`src/fsf_pkg.sv`:
```
// constants and types shared by the fail and reset signalling block
package fsf_pkg;

	// ==================================================
	// clock and timing
	localparam longint CLOCK_HZ = 20_000_000;
	localparam longint BLINK_FREQ_MILLIHZ = 1250;
	localparam longint DIM_FREQ_HZ = 100;
	localparam longint TEST_FILTER_US = 64;
	localparam longint RESET_FILTER_US = 10;
	localparam longint RESET_DELAY_US = 10_000;

	// longest half period rounds down, least filter times round up
	localparam longint BLINK_HALF_CYCLES = (CLOCK_HZ * 1000) / (2 * BLINK_FREQ_MILLIHZ);
	localparam longint DIM_PERIOD_CYCLES = CLOCK_HZ / DIM_FREQ_HZ;
	localparam longint TEST_FILTER_CYCLES = (TEST_FILTER_US * CLOCK_HZ + 999_999) / 1_000_000;
	localparam longint RESET_FILTER_CYCLES = (RESET_FILTER_US * CLOCK_HZ + 999_999) / 1_000_000;
	localparam longint RESET_DELAY_CYCLES = (RESET_DELAY_US * CLOCK_HZ + 999_999) / 1_000_000;

	// ==================================================
	// dim duty select encodings, divisor of the dim period
	localparam logic [1:0] DUTY_20 = 2'h0;
	localparam logic [1:0] DUTY_10 = 2'h1;
	localparam logic [1:0] DUTY_5 = 2'h2;
	localparam logic [1:0] DUTY_2P5 = 2'h3;
	localparam int DUTY_DIV_20 = 5;
	localparam int DUTY_DIV_10 = 10;
	localparam int DUTY_DIV_5 = 20;
	localparam int DUTY_DIV_2P5 = 40;

	// ==================================================
	// modes and pin configurations
	typedef enum logic [2:0] {
		MODE_INIT, MODE_NORMAL, MODE_STOP, MODE_SLEEP, MODE_RESTART, MODE_FAILSAFE, MODE_DEVELOP
	} fsf_mode_type;

	typedef enum logic [2:0] {
		PIN_FAIL, PIN_OFF, PIN_WAKE, PIN_LOWSIDE, PIN_HIGHSIDE
	} fsf_pin_cfg_type;

	typedef enum logic [1:0] {
		RS_LOW, RS_DELAY, RS_HIGH
	} fsf_reset_state_type;

	// ==================================================
	// values after reset
	localparam fsf_pin_cfg_type PIN_CFG_RESET = PIN_FAIL;
	localparam logic SW_ON_RESET = 1'h0;
	localparam logic [1:0] DUTY_RESET = DUTY_20;
	localparam logic SOFT_RO_RESET = 1'h1;
	localparam logic [1:0] UV_THRESHOLD_RESET = 2'h0;
	localparam logic TEST_LEVEL_RESET = 1'h1;

endpackage

```
`src/fsf_level_filter.sv`:
```
// stability filter: a level is accepted only after it stands unchanged long enough
`timescale 1ns/1ps
module fsf_level_filter #(
	parameter int STABLE_CYCLES = 1280,
	parameter logic RESET_LEVEL = 1'h1
) (
	input wire logic clock,
	input wire logic rst,
	input wire logic level_in,
	output logic level_out
);
	localparam int CW = $clog2(STABLE_CYCLES + 1);

	if (STABLE_CYCLES < 1) begin : g_bad_count
		$error("fsf_level_filter needs STABLE_CYCLES of at least one");
	end

	logic [CW-1:0] cnt_q;
	logic level_q;
	wire differs = level_in != level_q;
	wire done = cnt_q == CW'(STABLE_CYCLES - 1);

	assign level_out = level_q;

	// a glitch shorter than the window restarts the count
	always_ff @(posedge clock or posedge rst) begin
		if (rst) begin
			cnt_q <= '0;
			level_q <= RESET_LEVEL;
		end else if (!differs) begin
			cnt_q <= '0;
		end else if (done) begin
			cnt_q <= '0;
			level_q <= level_in;
		end else begin
			cnt_q <= cnt_q + CW'(1);
		end
	end
endmodule // fsf_level_filter

```
`src/fsf_pattern_gen.sv`:
```
// blink and dim waveform generators for the fail pins
`timescale 1ns/1ps
module fsf_pattern_gen #(
	parameter int BLINK_HALF = 8_000_000,
	parameter int DIM_PERIOD = 200_000
) (
	input wire logic clock,
	input wire logic rst,
	input wire logic enable,
	input wire logic [1:0] duty_sel,
	output logic blink_on,
	output logic dim_on
);
	import fsf_pkg::*;

	localparam int BW = $clog2(BLINK_HALF + 1);
	localparam int DW = $clog2(DIM_PERIOD + 1);

	if (BLINK_HALF < 2 || DIM_PERIOD < DUTY_DIV_2P5) begin : g_bad_period
		$error("fsf_pattern_gen periods too short for the duty settings");
	end

	function automatic int on_length(input logic [1:0] sel);
		int len;
		len = DIM_PERIOD / DUTY_DIV_20;
		if (sel == DUTY_10) begin
			len = DIM_PERIOD / DUTY_DIV_10;
		end else if (sel == DUTY_5) begin
			len = DIM_PERIOD / DUTY_DIV_5;
		end else if (sel == DUTY_2P5) begin
			len = DIM_PERIOD / DUTY_DIV_2P5;
		end
		return len;
	endfunction

	logic [BW-1:0] blink_cnt_q;
	logic blink_phase_q;
	logic [DW-1:0] dim_cnt_q;
	wire blink_wrap = blink_cnt_q == BW'(BLINK_HALF - 1);
	wire dim_wrap = dim_cnt_q == DW'(DIM_PERIOD - 1);

	assign blink_on = enable && blink_phase_q;
	assign dim_on = enable && (int'(dim_cnt_q) < on_length(duty_sel));

	always_ff @(posedge clock or posedge rst) begin
		if (rst) begin
			blink_cnt_q <= '0;
			blink_phase_q <= 1'h1;
		end else if (!enable) begin
			blink_cnt_q <= '0;
			blink_phase_q <= 1'h1;
		end else if (blink_wrap) begin
			blink_cnt_q <= '0;
			blink_phase_q <= !blink_phase_q;
		end else begin
			blink_cnt_q <= blink_cnt_q + BW'(1);
		end
	end

	always_ff @(posedge clock or posedge rst) begin
		if (rst) begin
			dim_cnt_q <= '0;
		end else if (!enable || dim_wrap) begin
			dim_cnt_q <= '0;
		end else begin
			dim_cnt_q <= dim_cnt_q + DW'(1);
		end
	end
endmodule // fsf_pattern_gen

```
`src/fsf_fail_reset.sv`:
```
// fail output, alternate pin, test input and reset output control
//
// Summary of operation
// - pin configuration writes accepted only in normal
// - stop and sleep keep last configuration
// - failure entry drives fail outputs active
// - wake pin off in fail-safe only
// - switches off in restart and fail-safe
// - fail output stays active into normal
// - blink output 1.25 Hz, half duty
// - dim output 100 Hz, selectable duty
// - test level accepted after 64 us stable
// - reset low after filter, plus delay
// - reset starts low, released after delay
// - watchdog failure also asserts reset
// - undervoltage threshold selectable, lowest by default
// - soft reset returns init, restores defaults
// - soft reset pulses reset unless configured not
// - soft reset ignored outside normal and stop
// - dim duty 20, 10, 5, 2.5 percent
// - fail released after conditions and flag cleared
`timescale 1ns/1ps
module fsf_fail_reset #(
	parameter int BLINK_HALF_CYC = int'(fsf_pkg::BLINK_HALF_CYCLES),
	parameter int DIM_PERIOD_CYC = int'(fsf_pkg::DIM_PERIOD_CYCLES),
	parameter int RESET_DELAY_CYC = int'(fsf_pkg::RESET_DELAY_CYCLES)
) (
	input wire logic clock,
	input wire logic rst,
	// chip mode from the mode controller
	input wire fsf_pkg::fsf_mode_type chip_mode,
	// settings written by the host
	input wire logic settings_write,
	input wire fsf_pkg::fsf_pin_cfg_type blink_pin_cfg,
	input wire fsf_pkg::fsf_pin_cfg_type dim_pin_cfg,
	input wire logic blink_switch_on,
	input wire logic dim_switch_on,
	input wire logic [1:0] dim_duty_select,
	input wire logic soft_reset_pulses_reset_out,
	input wire logic [1:0] reset_threshold_select,
	input wire logic soft_reset_cmd,
	// failure sources
	input wire logic failure_event,
	input wire logic failure_present,
	input wire logic failure_flag_clear,
	input wire logic watchdog_fail,
	input wire logic main_regulator_uv,
	// pins
	input wire logic blink_fail_in,
	input wire logic dim_fail_test_in,
	output logic static_fail_out_n,
	output logic blink_fail_out,
	output logic blink_fail_oe_n,
	output logic dim_fail_test_out,
	output logic dim_fail_test_oe_n,
	output logic reset_out_pin_n,
	// status to the rest of the chip
	output logic blink_wake_enable,
	output logic dim_wake_enable,
	output logic blink_pin_level,
	output logic test_level,
	output logic failure_flag,
	output logic soft_reset_take,
	output logic [1:0] uv_threshold_sel,
	output logic [1:0] dim_duty_active
);
	import fsf_pkg::*;

	localparam int FILTER_CYC = int'(RESET_FILTER_CYCLES);
	localparam int TEST_CYC = int'(TEST_FILTER_CYCLES);

	if (RESET_DELAY_CYC < 1 || FILTER_CYC < 1) begin : g_bad_reset
		$error("fsf_fail_reset reset times must be at least one cycle");
	end

	// ==================================================
	// pin input synchronisers
	logic [2:0] async_in;
	logic [2:0] sync1_q;
	logic [2:0] sync2_q;
	assign async_in = {main_regulator_uv, dim_fail_test_in, blink_fail_in};

	for (genvar i = 0; i < 3; i++) begin : g_sync
		always_ff @(posedge clock or posedge rst) begin
			if (rst) begin
				sync1_q[i] <= 1'h1;
				sync2_q[i] <= 1'h1;
			end else begin
				sync1_q[i] <= async_in[i];
				sync2_q[i] <= sync1_q[i];
			end
		end
	end

	wire blink_in_s = sync2_q[0];
	wire test_in_s = sync2_q[1];
	wire uv_s = sync2_q[2];

	// ==================================================
	// settings
	fsf_pin_cfg_type blink_cfg_q;
	fsf_pin_cfg_type dim_cfg_q;
	logic blink_sw_q;
	logic dim_sw_q;
	logic [1:0] duty_q;
	logic soft_ro_q;
	logic [1:0] uv_thr_q;

	wire in_normal = chip_mode == MODE_NORMAL;
	wire in_restart_fs = chip_mode == MODE_RESTART || chip_mode == MODE_FAILSAFE;
	wire settings_take = settings_write && in_normal;
	wire soft_valid = soft_reset_cmd && (in_normal || chip_mode == MODE_STOP);

	always_ff @(posedge clock or posedge rst) begin
		if (rst) begin
			blink_cfg_q <= PIN_CFG_RESET;
			dim_cfg_q <= PIN_CFG_RESET;
			blink_sw_q <= SW_ON_RESET;
			dim_sw_q <= SW_ON_RESET;
			duty_q <= DUTY_RESET;
			soft_ro_q <= SOFT_RO_RESET;
			uv_thr_q <= UV_THRESHOLD_RESET;
		end else if (soft_valid) begin
			blink_cfg_q <= PIN_CFG_RESET;
			dim_cfg_q <= PIN_CFG_RESET;
			blink_sw_q <= SW_ON_RESET;
			dim_sw_q <= SW_ON_RESET;
			duty_q <= DUTY_RESET;
			soft_ro_q <= SOFT_RO_RESET;
			uv_thr_q <= UV_THRESHOLD_RESET;
		end else if (settings_take) begin
			blink_cfg_q <= blink_pin_cfg;
			dim_cfg_q <= dim_pin_cfg;
			blink_sw_q <= blink_switch_on;
			dim_sw_q <= dim_switch_on;
			duty_q <= dim_duty_select;
			soft_ro_q <= soft_reset_pulses_reset_out;
			uv_thr_q <= reset_threshold_select;
		end
	end

	// ==================================================
	// failure latch
	logic fail_q;
	// release needs clear and no condition
	wire fail_release = failure_flag_clear && in_normal && !failure_present;

	always_ff @(posedge clock or posedge rst) begin
		if (rst) begin
			fail_q <= 1'h0;
		end else if (failure_event) begin
			fail_q <= 1'h1;
		end else if (fail_release || soft_valid) begin
			fail_q <= 1'h0;
		end
	end

	// ==================================================
	// waveforms and test filter
	logic blink_on;
	logic dim_on;
	logic test_filt;

	fsf_pattern_gen #(
		.BLINK_HALF(BLINK_HALF_CYC),
		.DIM_PERIOD(DIM_PERIOD_CYC)
	) u_pattern (
		.clock(clock),
		.rst(rst),
		.enable(fail_q),
		.duty_sel(duty_q),
		.blink_on(blink_on),
		.dim_on(dim_on)
	);

	fsf_level_filter #(
		.STABLE_CYCLES(TEST_CYC),
		.RESET_LEVEL(TEST_LEVEL_RESET)
	) u_test_filter (
		.clock(clock),
		.rst(rst),
		.level_in(test_in_s),
		.level_out(test_filt)
	);

	// ==================================================
	// pin drive, returns {out, oe_n}; oe_n low means driving
	function automatic logic [1:0] pin_drive(input fsf_pin_cfg_type cfg, input logic fail_on, input logic sw_on,
			input logic switch_block);
		logic [1:0] drv;
		drv = 2'h1;
		if (cfg == PIN_FAIL) begin
			drv = fail_on ? 2'h0 : 2'h1;
		end else if (cfg == PIN_LOWSIDE) begin
			drv = (sw_on && !switch_block) ? 2'h0 : 2'h1;
		end else if (cfg == PIN_HIGHSIDE) begin
			drv = (sw_on && !switch_block) ? 2'h2 : 2'h1;
		end
		return drv;
	endfunction

	// blink pattern on the blink pin
	// switches blocked in restart and fail-safe
	wire [1:0] blink_drv = pin_drive(blink_cfg_q, blink_on, blink_sw_q, in_restart_fs);
	// dim pattern on the dim pin
	wire [1:0] dim_drv = pin_drive(dim_cfg_q, dim_on, dim_sw_q, in_restart_fs);
	// wake stays through restart, off in fail-safe
	wire blink_wake_d = blink_cfg_q == PIN_WAKE && chip_mode != MODE_FAILSAFE;
	wire dim_wake_d = dim_cfg_q == PIN_WAKE && chip_mode != MODE_FAILSAFE;

	always_ff @(posedge clock or posedge rst) begin
		if (rst) begin
			static_fail_out_n <= 1'h1;
			blink_fail_out <= 1'h0;
			blink_fail_oe_n <= 1'h1;
			dim_fail_test_out <= 1'h0;
			dim_fail_test_oe_n <= 1'h1;
			blink_wake_enable <= 1'h0;
			dim_wake_enable <= 1'h0;
		end else begin
			static_fail_out_n <= !fail_q;
			blink_fail_out <= blink_drv[1];
			blink_fail_oe_n <= blink_drv[0];
			dim_fail_test_out <= dim_drv[1];
			dim_fail_test_oe_n <= dim_drv[0];
			blink_wake_enable <= blink_wake_d;
			dim_wake_enable <= dim_wake_d;
		end
	end

	// ==================================================
	// reset output sequencer
	fsf_reset_state_type rs_q;
	fsf_reset_state_type rs_d;
	logic [31:0] rs_cnt_q;
	logic [31:0] rs_cnt_d;
	wire filter_done = rs_cnt_q == 32'(FILTER_CYC - 1);
	wire delay_done = rs_cnt_q == 32'(RESET_DELAY_CYC - 1);
	wire soft_pulse = soft_valid && soft_ro_q;
	wire pulse_req = watchdog_fail || soft_pulse;

	always_comb begin
		rs_d = rs_q;
		rs_cnt_d = rs_cnt_q + 32'h1;
		case (rs_q)
			RS_HIGH: begin
				if (pulse_req) begin
					rs_d = RS_DELAY;
					rs_cnt_d = '0;
				end else if (!uv_s) begin
					rs_cnt_d = '0;
				end else if (filter_done) begin
					rs_d = RS_LOW;
					rs_cnt_d = '0;
				end
			end
			RS_LOW: begin
				rs_cnt_d = '0;
				if (!uv_s) begin
					rs_d = RS_DELAY;
				end
			end
			RS_DELAY: begin
				if (uv_s) begin
					rs_d = RS_LOW;
					rs_cnt_d = '0;
				end else if (pulse_req) begin
					rs_cnt_d = '0;
				end else if (delay_done) begin
					rs_d = RS_HIGH;
					rs_cnt_d = '0;
				end
			end
			default: begin
				rs_d = RS_LOW;
				rs_cnt_d = '0;
			end
		endcase
	end

	always_ff @(posedge clock or posedge rst) begin
		if (rst) begin
			rs_q <= RS_LOW;
			rs_cnt_q <= '0;
			reset_out_pin_n <= 1'h0;
		end else begin
			rs_q <= rs_d;
			rs_cnt_q <= rs_cnt_d;
			reset_out_pin_n <= rs_d == RS_HIGH;
		end
	end

	// ==================================================
	// status
	always_ff @(posedge clock or posedge rst) begin
		if (rst) begin
			blink_pin_level <= 1'h1;
			test_level <= TEST_LEVEL_RESET;
			failure_flag <= 1'h0;
			soft_reset_take <= 1'h0;
			uv_threshold_sel <= UV_THRESHOLD_RESET;
			dim_duty_active <= DUTY_RESET;
		end else begin
			blink_pin_level <= blink_in_s;
			test_level <= test_filt;
			failure_flag <= fail_q;
			// tells the mode controller to go to init
			soft_reset_take <= soft_valid;
			uv_threshold_sel <= uv_thr_q;
			dim_duty_active <= duty_q;
		end
	end
endmodule // fsf_fail_reset

```
`config.mk`:
```
export PLATFORM = sky130hd
export DESIGN_NAME = fsf_fail_reset
export DESIGN_NICKNAME = d
export VERILOG_FILES = /design/src/fsf_pkg.sv /design/src/fsf_level_filter.sv /design/src/fsf_pattern_gen.sv /design/src/fsf_fail_reset.sv
export SDC_FILE = /design/constraint.sdc
export NUM_CORES = 1
export LEC_CHECK = 0
export BUFFER_PORTS_ARGS = -buffer_cell sky130_fd_sc_hd__buf_2
export CELL_PAD_IN_SITES_DETAIL_PLACEMENT = 0
export CELL_PAD_IN_SITES_GLOBAL_PLACEMENT = 1
export CORE_MARGIN = 10
export CORE_UTILIZATION = 30
export DETAILED_ROUTE_END_ITERATION = 12
export PLACE_DENSITY = 0.5
export RECOVER_POWER = 100
export SLEW_MARGIN = 20
export SYNTH_ARGS = -nofsm -noshare
export SYNTH_HDL_FRONTEND = slang
export SYNTH_HIERARCHICAL = 1
export SYNTH_SLANG_ARGS = --single-unit
```
`constraint.sdc`:
```
create_clock -name clock -period 3.08 [get_ports clock]
set_input_delay 0.462 -clock clock [delete_from_list [all_inputs] [get_ports clock]]
set_output_delay 0.462 -clock clock [all_outputs]
set_load 0.05 [all_outputs]
```
==> results_dict.tcl <==
set metrics [dict create \
    status "finished, violations left" \
    failed_checks "capacitance limit, slew limit" \
    comb_power_share_pct 10.8 \
    first_global_vias 4644 \
    antenna_found_initial 0 \
    worstPathMaxFanout 10 \
    root_buffer "clkbuf_16" \
    p_sw_share_pct 26.4 \
    gp_congestion 0.752 \
    p_clk_share_pct 44.6 \
    cpLargestDelayFamily "compound AO/OA/AOI/OAI gates" \
    num-nets-final 696 \
    timing.slew.headroom_pct -9.69 \
    synth_warnings 6 \
    fillers 2113 \
    fin_tns_setup_ns 0 \
    grtUsageTotal_pct 11.0 \
    die-area_um2 26900 \
    core_um2 20300 \
    gr-total-overflow 0 \
    htree_levels 4 \
    async_flop_share_pct 100 \
    synth_edf_count 0 \
    fmax_mhz 391 \
    p_leak_uw 0.00313 \
    hold_viol_final 0 \
    fin_crit_ns 2.56 \
    grt_pass1_wl_mm 24.0 \
    cts.path.max_buffers 2 \
    crit_path_end_kind "flip-flop" \
    drive_above_1_share_pct 13.7 \
    crit_path_max_incr_delay_ns 1.42 \
    slowest_stage "o41ai_1" \
    cp-start-kind "flip-flop" \
    row_count 52 \
    area_delta_synth_final_pct 15.3 \
    skew_ns 0.00975 \
    cts_buffers 17 \
    vias_per_cell 4.66 \
    crit_chain "ha_1, nand3_1, o41ai_1, nor2_1" \
    syn_inst 590 \
    internal-power_uw 3070 \
    postCtsResizedCells 0 \
    post_cts_buffers 0 \
    setup_viol 0 \
    cts.clk_slew.worst_paths_ns 0.05 \
    start_util_pct 30.7 \
    die_h_um 164 \
    worstHoldPathType "in2async" \
    cts_hold_buf 0 \
    dpl.hpwl_mm 9.60 \
    peakVddDrop_mv 0.343 \
    final.period_utilization_pct 83.0 \
    cap_violations 1 \
    worstPathArrival_ns 2.78 \
    syn_nets 642 \
    drt_iter0_markers 225 \
    grt_max_degree 38 \
    wl_per_cell_um 14.8 \
    synth-seq-cells 124 \
    num_vias 4324 \
    clock_latency_ns 0.41 \
    ant_nets 0 \
    syn_area_per_cell_um2 10.5 \
    cts_tree "done" \
    rsz0062_at_grt "no" \
    slew_viol_final 11 \
    io_buffers 42 \
    synth_cell_type_count 60 \
    critical_path_class "reg2reg" \
    crit_buf_inv 0 \
    switchingPower_uw 1100 \
    clkSinkCount 124 \
    dr.pass1.iters 4 \
    power_density_nw_per_um2 582 \
    synth-seq-area-share_pct 50.1 \
    die-width_um 164 \
    power.total_uw 4180 \
    antennaDiodeCount 0 \
    syn_area_um2 6220 \
    wirelength_mm 13.7 \
    cp.required_ns 3.30 \
    synthFlopType "dfrtp_1" \
    seqPwrFrac_pct 44.6 \
    tightest_slew_ns 1.62 \
    ios 43 \
    drc_errors 0 \
]
-- registers in the layout, summed over array words and instances, names as in the netlist, 2 cells and up --
register               cells
sync1_q                    3
uv_threshold_sel           2
u_test_filter/cnt_q       11
duty_q                     2
rs_q                       2
rs_cnt_q                  32
u_pattern/dim_cnt_q       18
blink_cfg_q                3
u_pattern/blink_cnt_q     23
dim_duty_active            2
dim_cfg_q                  3
uv_thr_q                   2
-- Yosys cell counts, types with 3 or more instances --
library cell / number / area, µm²
a21o_1: 4 / 30.0
a21oi_1: 13 / 65.1
a22o_1: 12 / 105
and2_1: 4 / 25.0
and3_1: 9 / 56.3
and4_1: 5 / 43.8
buf_4: 4 / 30.0
clkbuf_1: 4 / 15.0
dfrtp_1: 110 / 2750
dfstp_2: 14 / 368
ha_1: 25 / 313
inv_1: 31 / 116
nand2_1: 28 / 105
nand2b_1: 3 / 18.8
nand3_1: 37 / 185
nand4_1: 22 / 138
nand4_2: 3 / 37.5
nor2_1: 96 / 360
nor2_2: 3 / 18.8
nor2b_1: 5 / 31.3
nor3_1: 12 / 60.1
nor4_2: 4 / 50.1
nor4_4: 5 / 106
nor4b_1: 7 / 61.3
o21ai_0: 8 / 40.0
or3_1: 4 / 25.0
or4_1: 3 / 22.5
xnor2_1: 32 / 280
xor2_1: 41 / 359
-- cells in the final DEF (no fill, tap or decap), drive strengths merged, types with 8 or more instances in the layout --
master    n
ha       25
nor4b     8
o21ai     8
nor2     99
dfstp    14
nand4    26
xnor2    32
nor4     11
inv      31
nand3    39
nand2    30
buf      24
xor2     41
a22o     12
clkbuf   48
dfrtp   110
and3      9
nor3     14
a21oi    13
-- metrics by stage --
step           setup slack, ns  utilization, %  hold slack, ns  std cells  area (µm²)
3_3_place_gp             0.685            33.2           0.346        895        6740
2_1_floorplan            0.870               -           0.326        590        6220
5_1_grt                  0.256            35.3           0.136        927        7180
3_5_place_dp             0.649            33.2           0.347        895        6740
6_report                 0.522            35.3           0.107        927        7180
4_1_cts                  0.609            35.9           0.100        927        7290
-- power groups by stage --
stage / Sequential (µW) / Clock (µW) / Combinational, µW
floorplan: 1920 / 0 / 311
CTS: 1860 / 1940 / 486
finish: 1860 / 1860 / 452
global placement: 1890 / 0 / 475
detailed placement: 1890 / 0 / 482
global route: 1880 / 2010 / 522
-- routing by layer --
metal / share of wire (%) / GRT usage [%] / vias up
li1: - / - / 2148
met1: 51 / 14.8 / 2100
met2: 44 / 16.4 / 67
met3: 4.4 / 3.53 / 9
met4: 0.82 / 3.53 / 0
met5: 0 / 0 / -
-- final timing paths --
path                            slack (ns)                endpoint              startpoint  cells after the start
worst max-delay path                  0.52  u_test_filter/cnt_q[2]  u_test_filter/cnt_q[0]                      4
worst min-delay path                  0.11  u_test_filter/cnt_q[8]                     rst                      2
worst max register to register        0.52  u_test_filter/cnt_q[2]  u_test_filter/cnt_q[0]                      4
worst min register to register        0.35              blink_in_s              sync1_q[0]                      0
max in group asynchronous             1.03          blink_fail_out                     rst                      3
min in group clock                    0.16              sync1_q[1]        dim_fail_test_in                      1
-- kinds of logic (layout without fill, tap and decap cells) --
group | after synthesis | after routing | synth area share (%)
xor+xnor | 73 | 73 | 10.3
flops | 124 | 124 | 50.1
mux | 2 | 2 | 0.342
simple gates | 269 | 269 | 24.6
fa+ha+maj | 25 | 25 | 5.03
compound gates | 54 | 54 | 6.37
buf+inv | 43 | 110 | 3.26
-- layout make-up --
class / count / area [µm²] / share of cell area, %
clock inverters: 7 / 65.1 / 0.907
flip-flops and latches: 124 / 3120 / 43.5
multi-input cells: 423 / 2840 / 39.5
clock buffers: 25 / 485 / 6.77
inverters: 31 / 116 / 1.62
repair buffers: 47 / 214 / 2.98
well taps: 270 / 338 / 4.71
(Power assumes the default switching activity.)
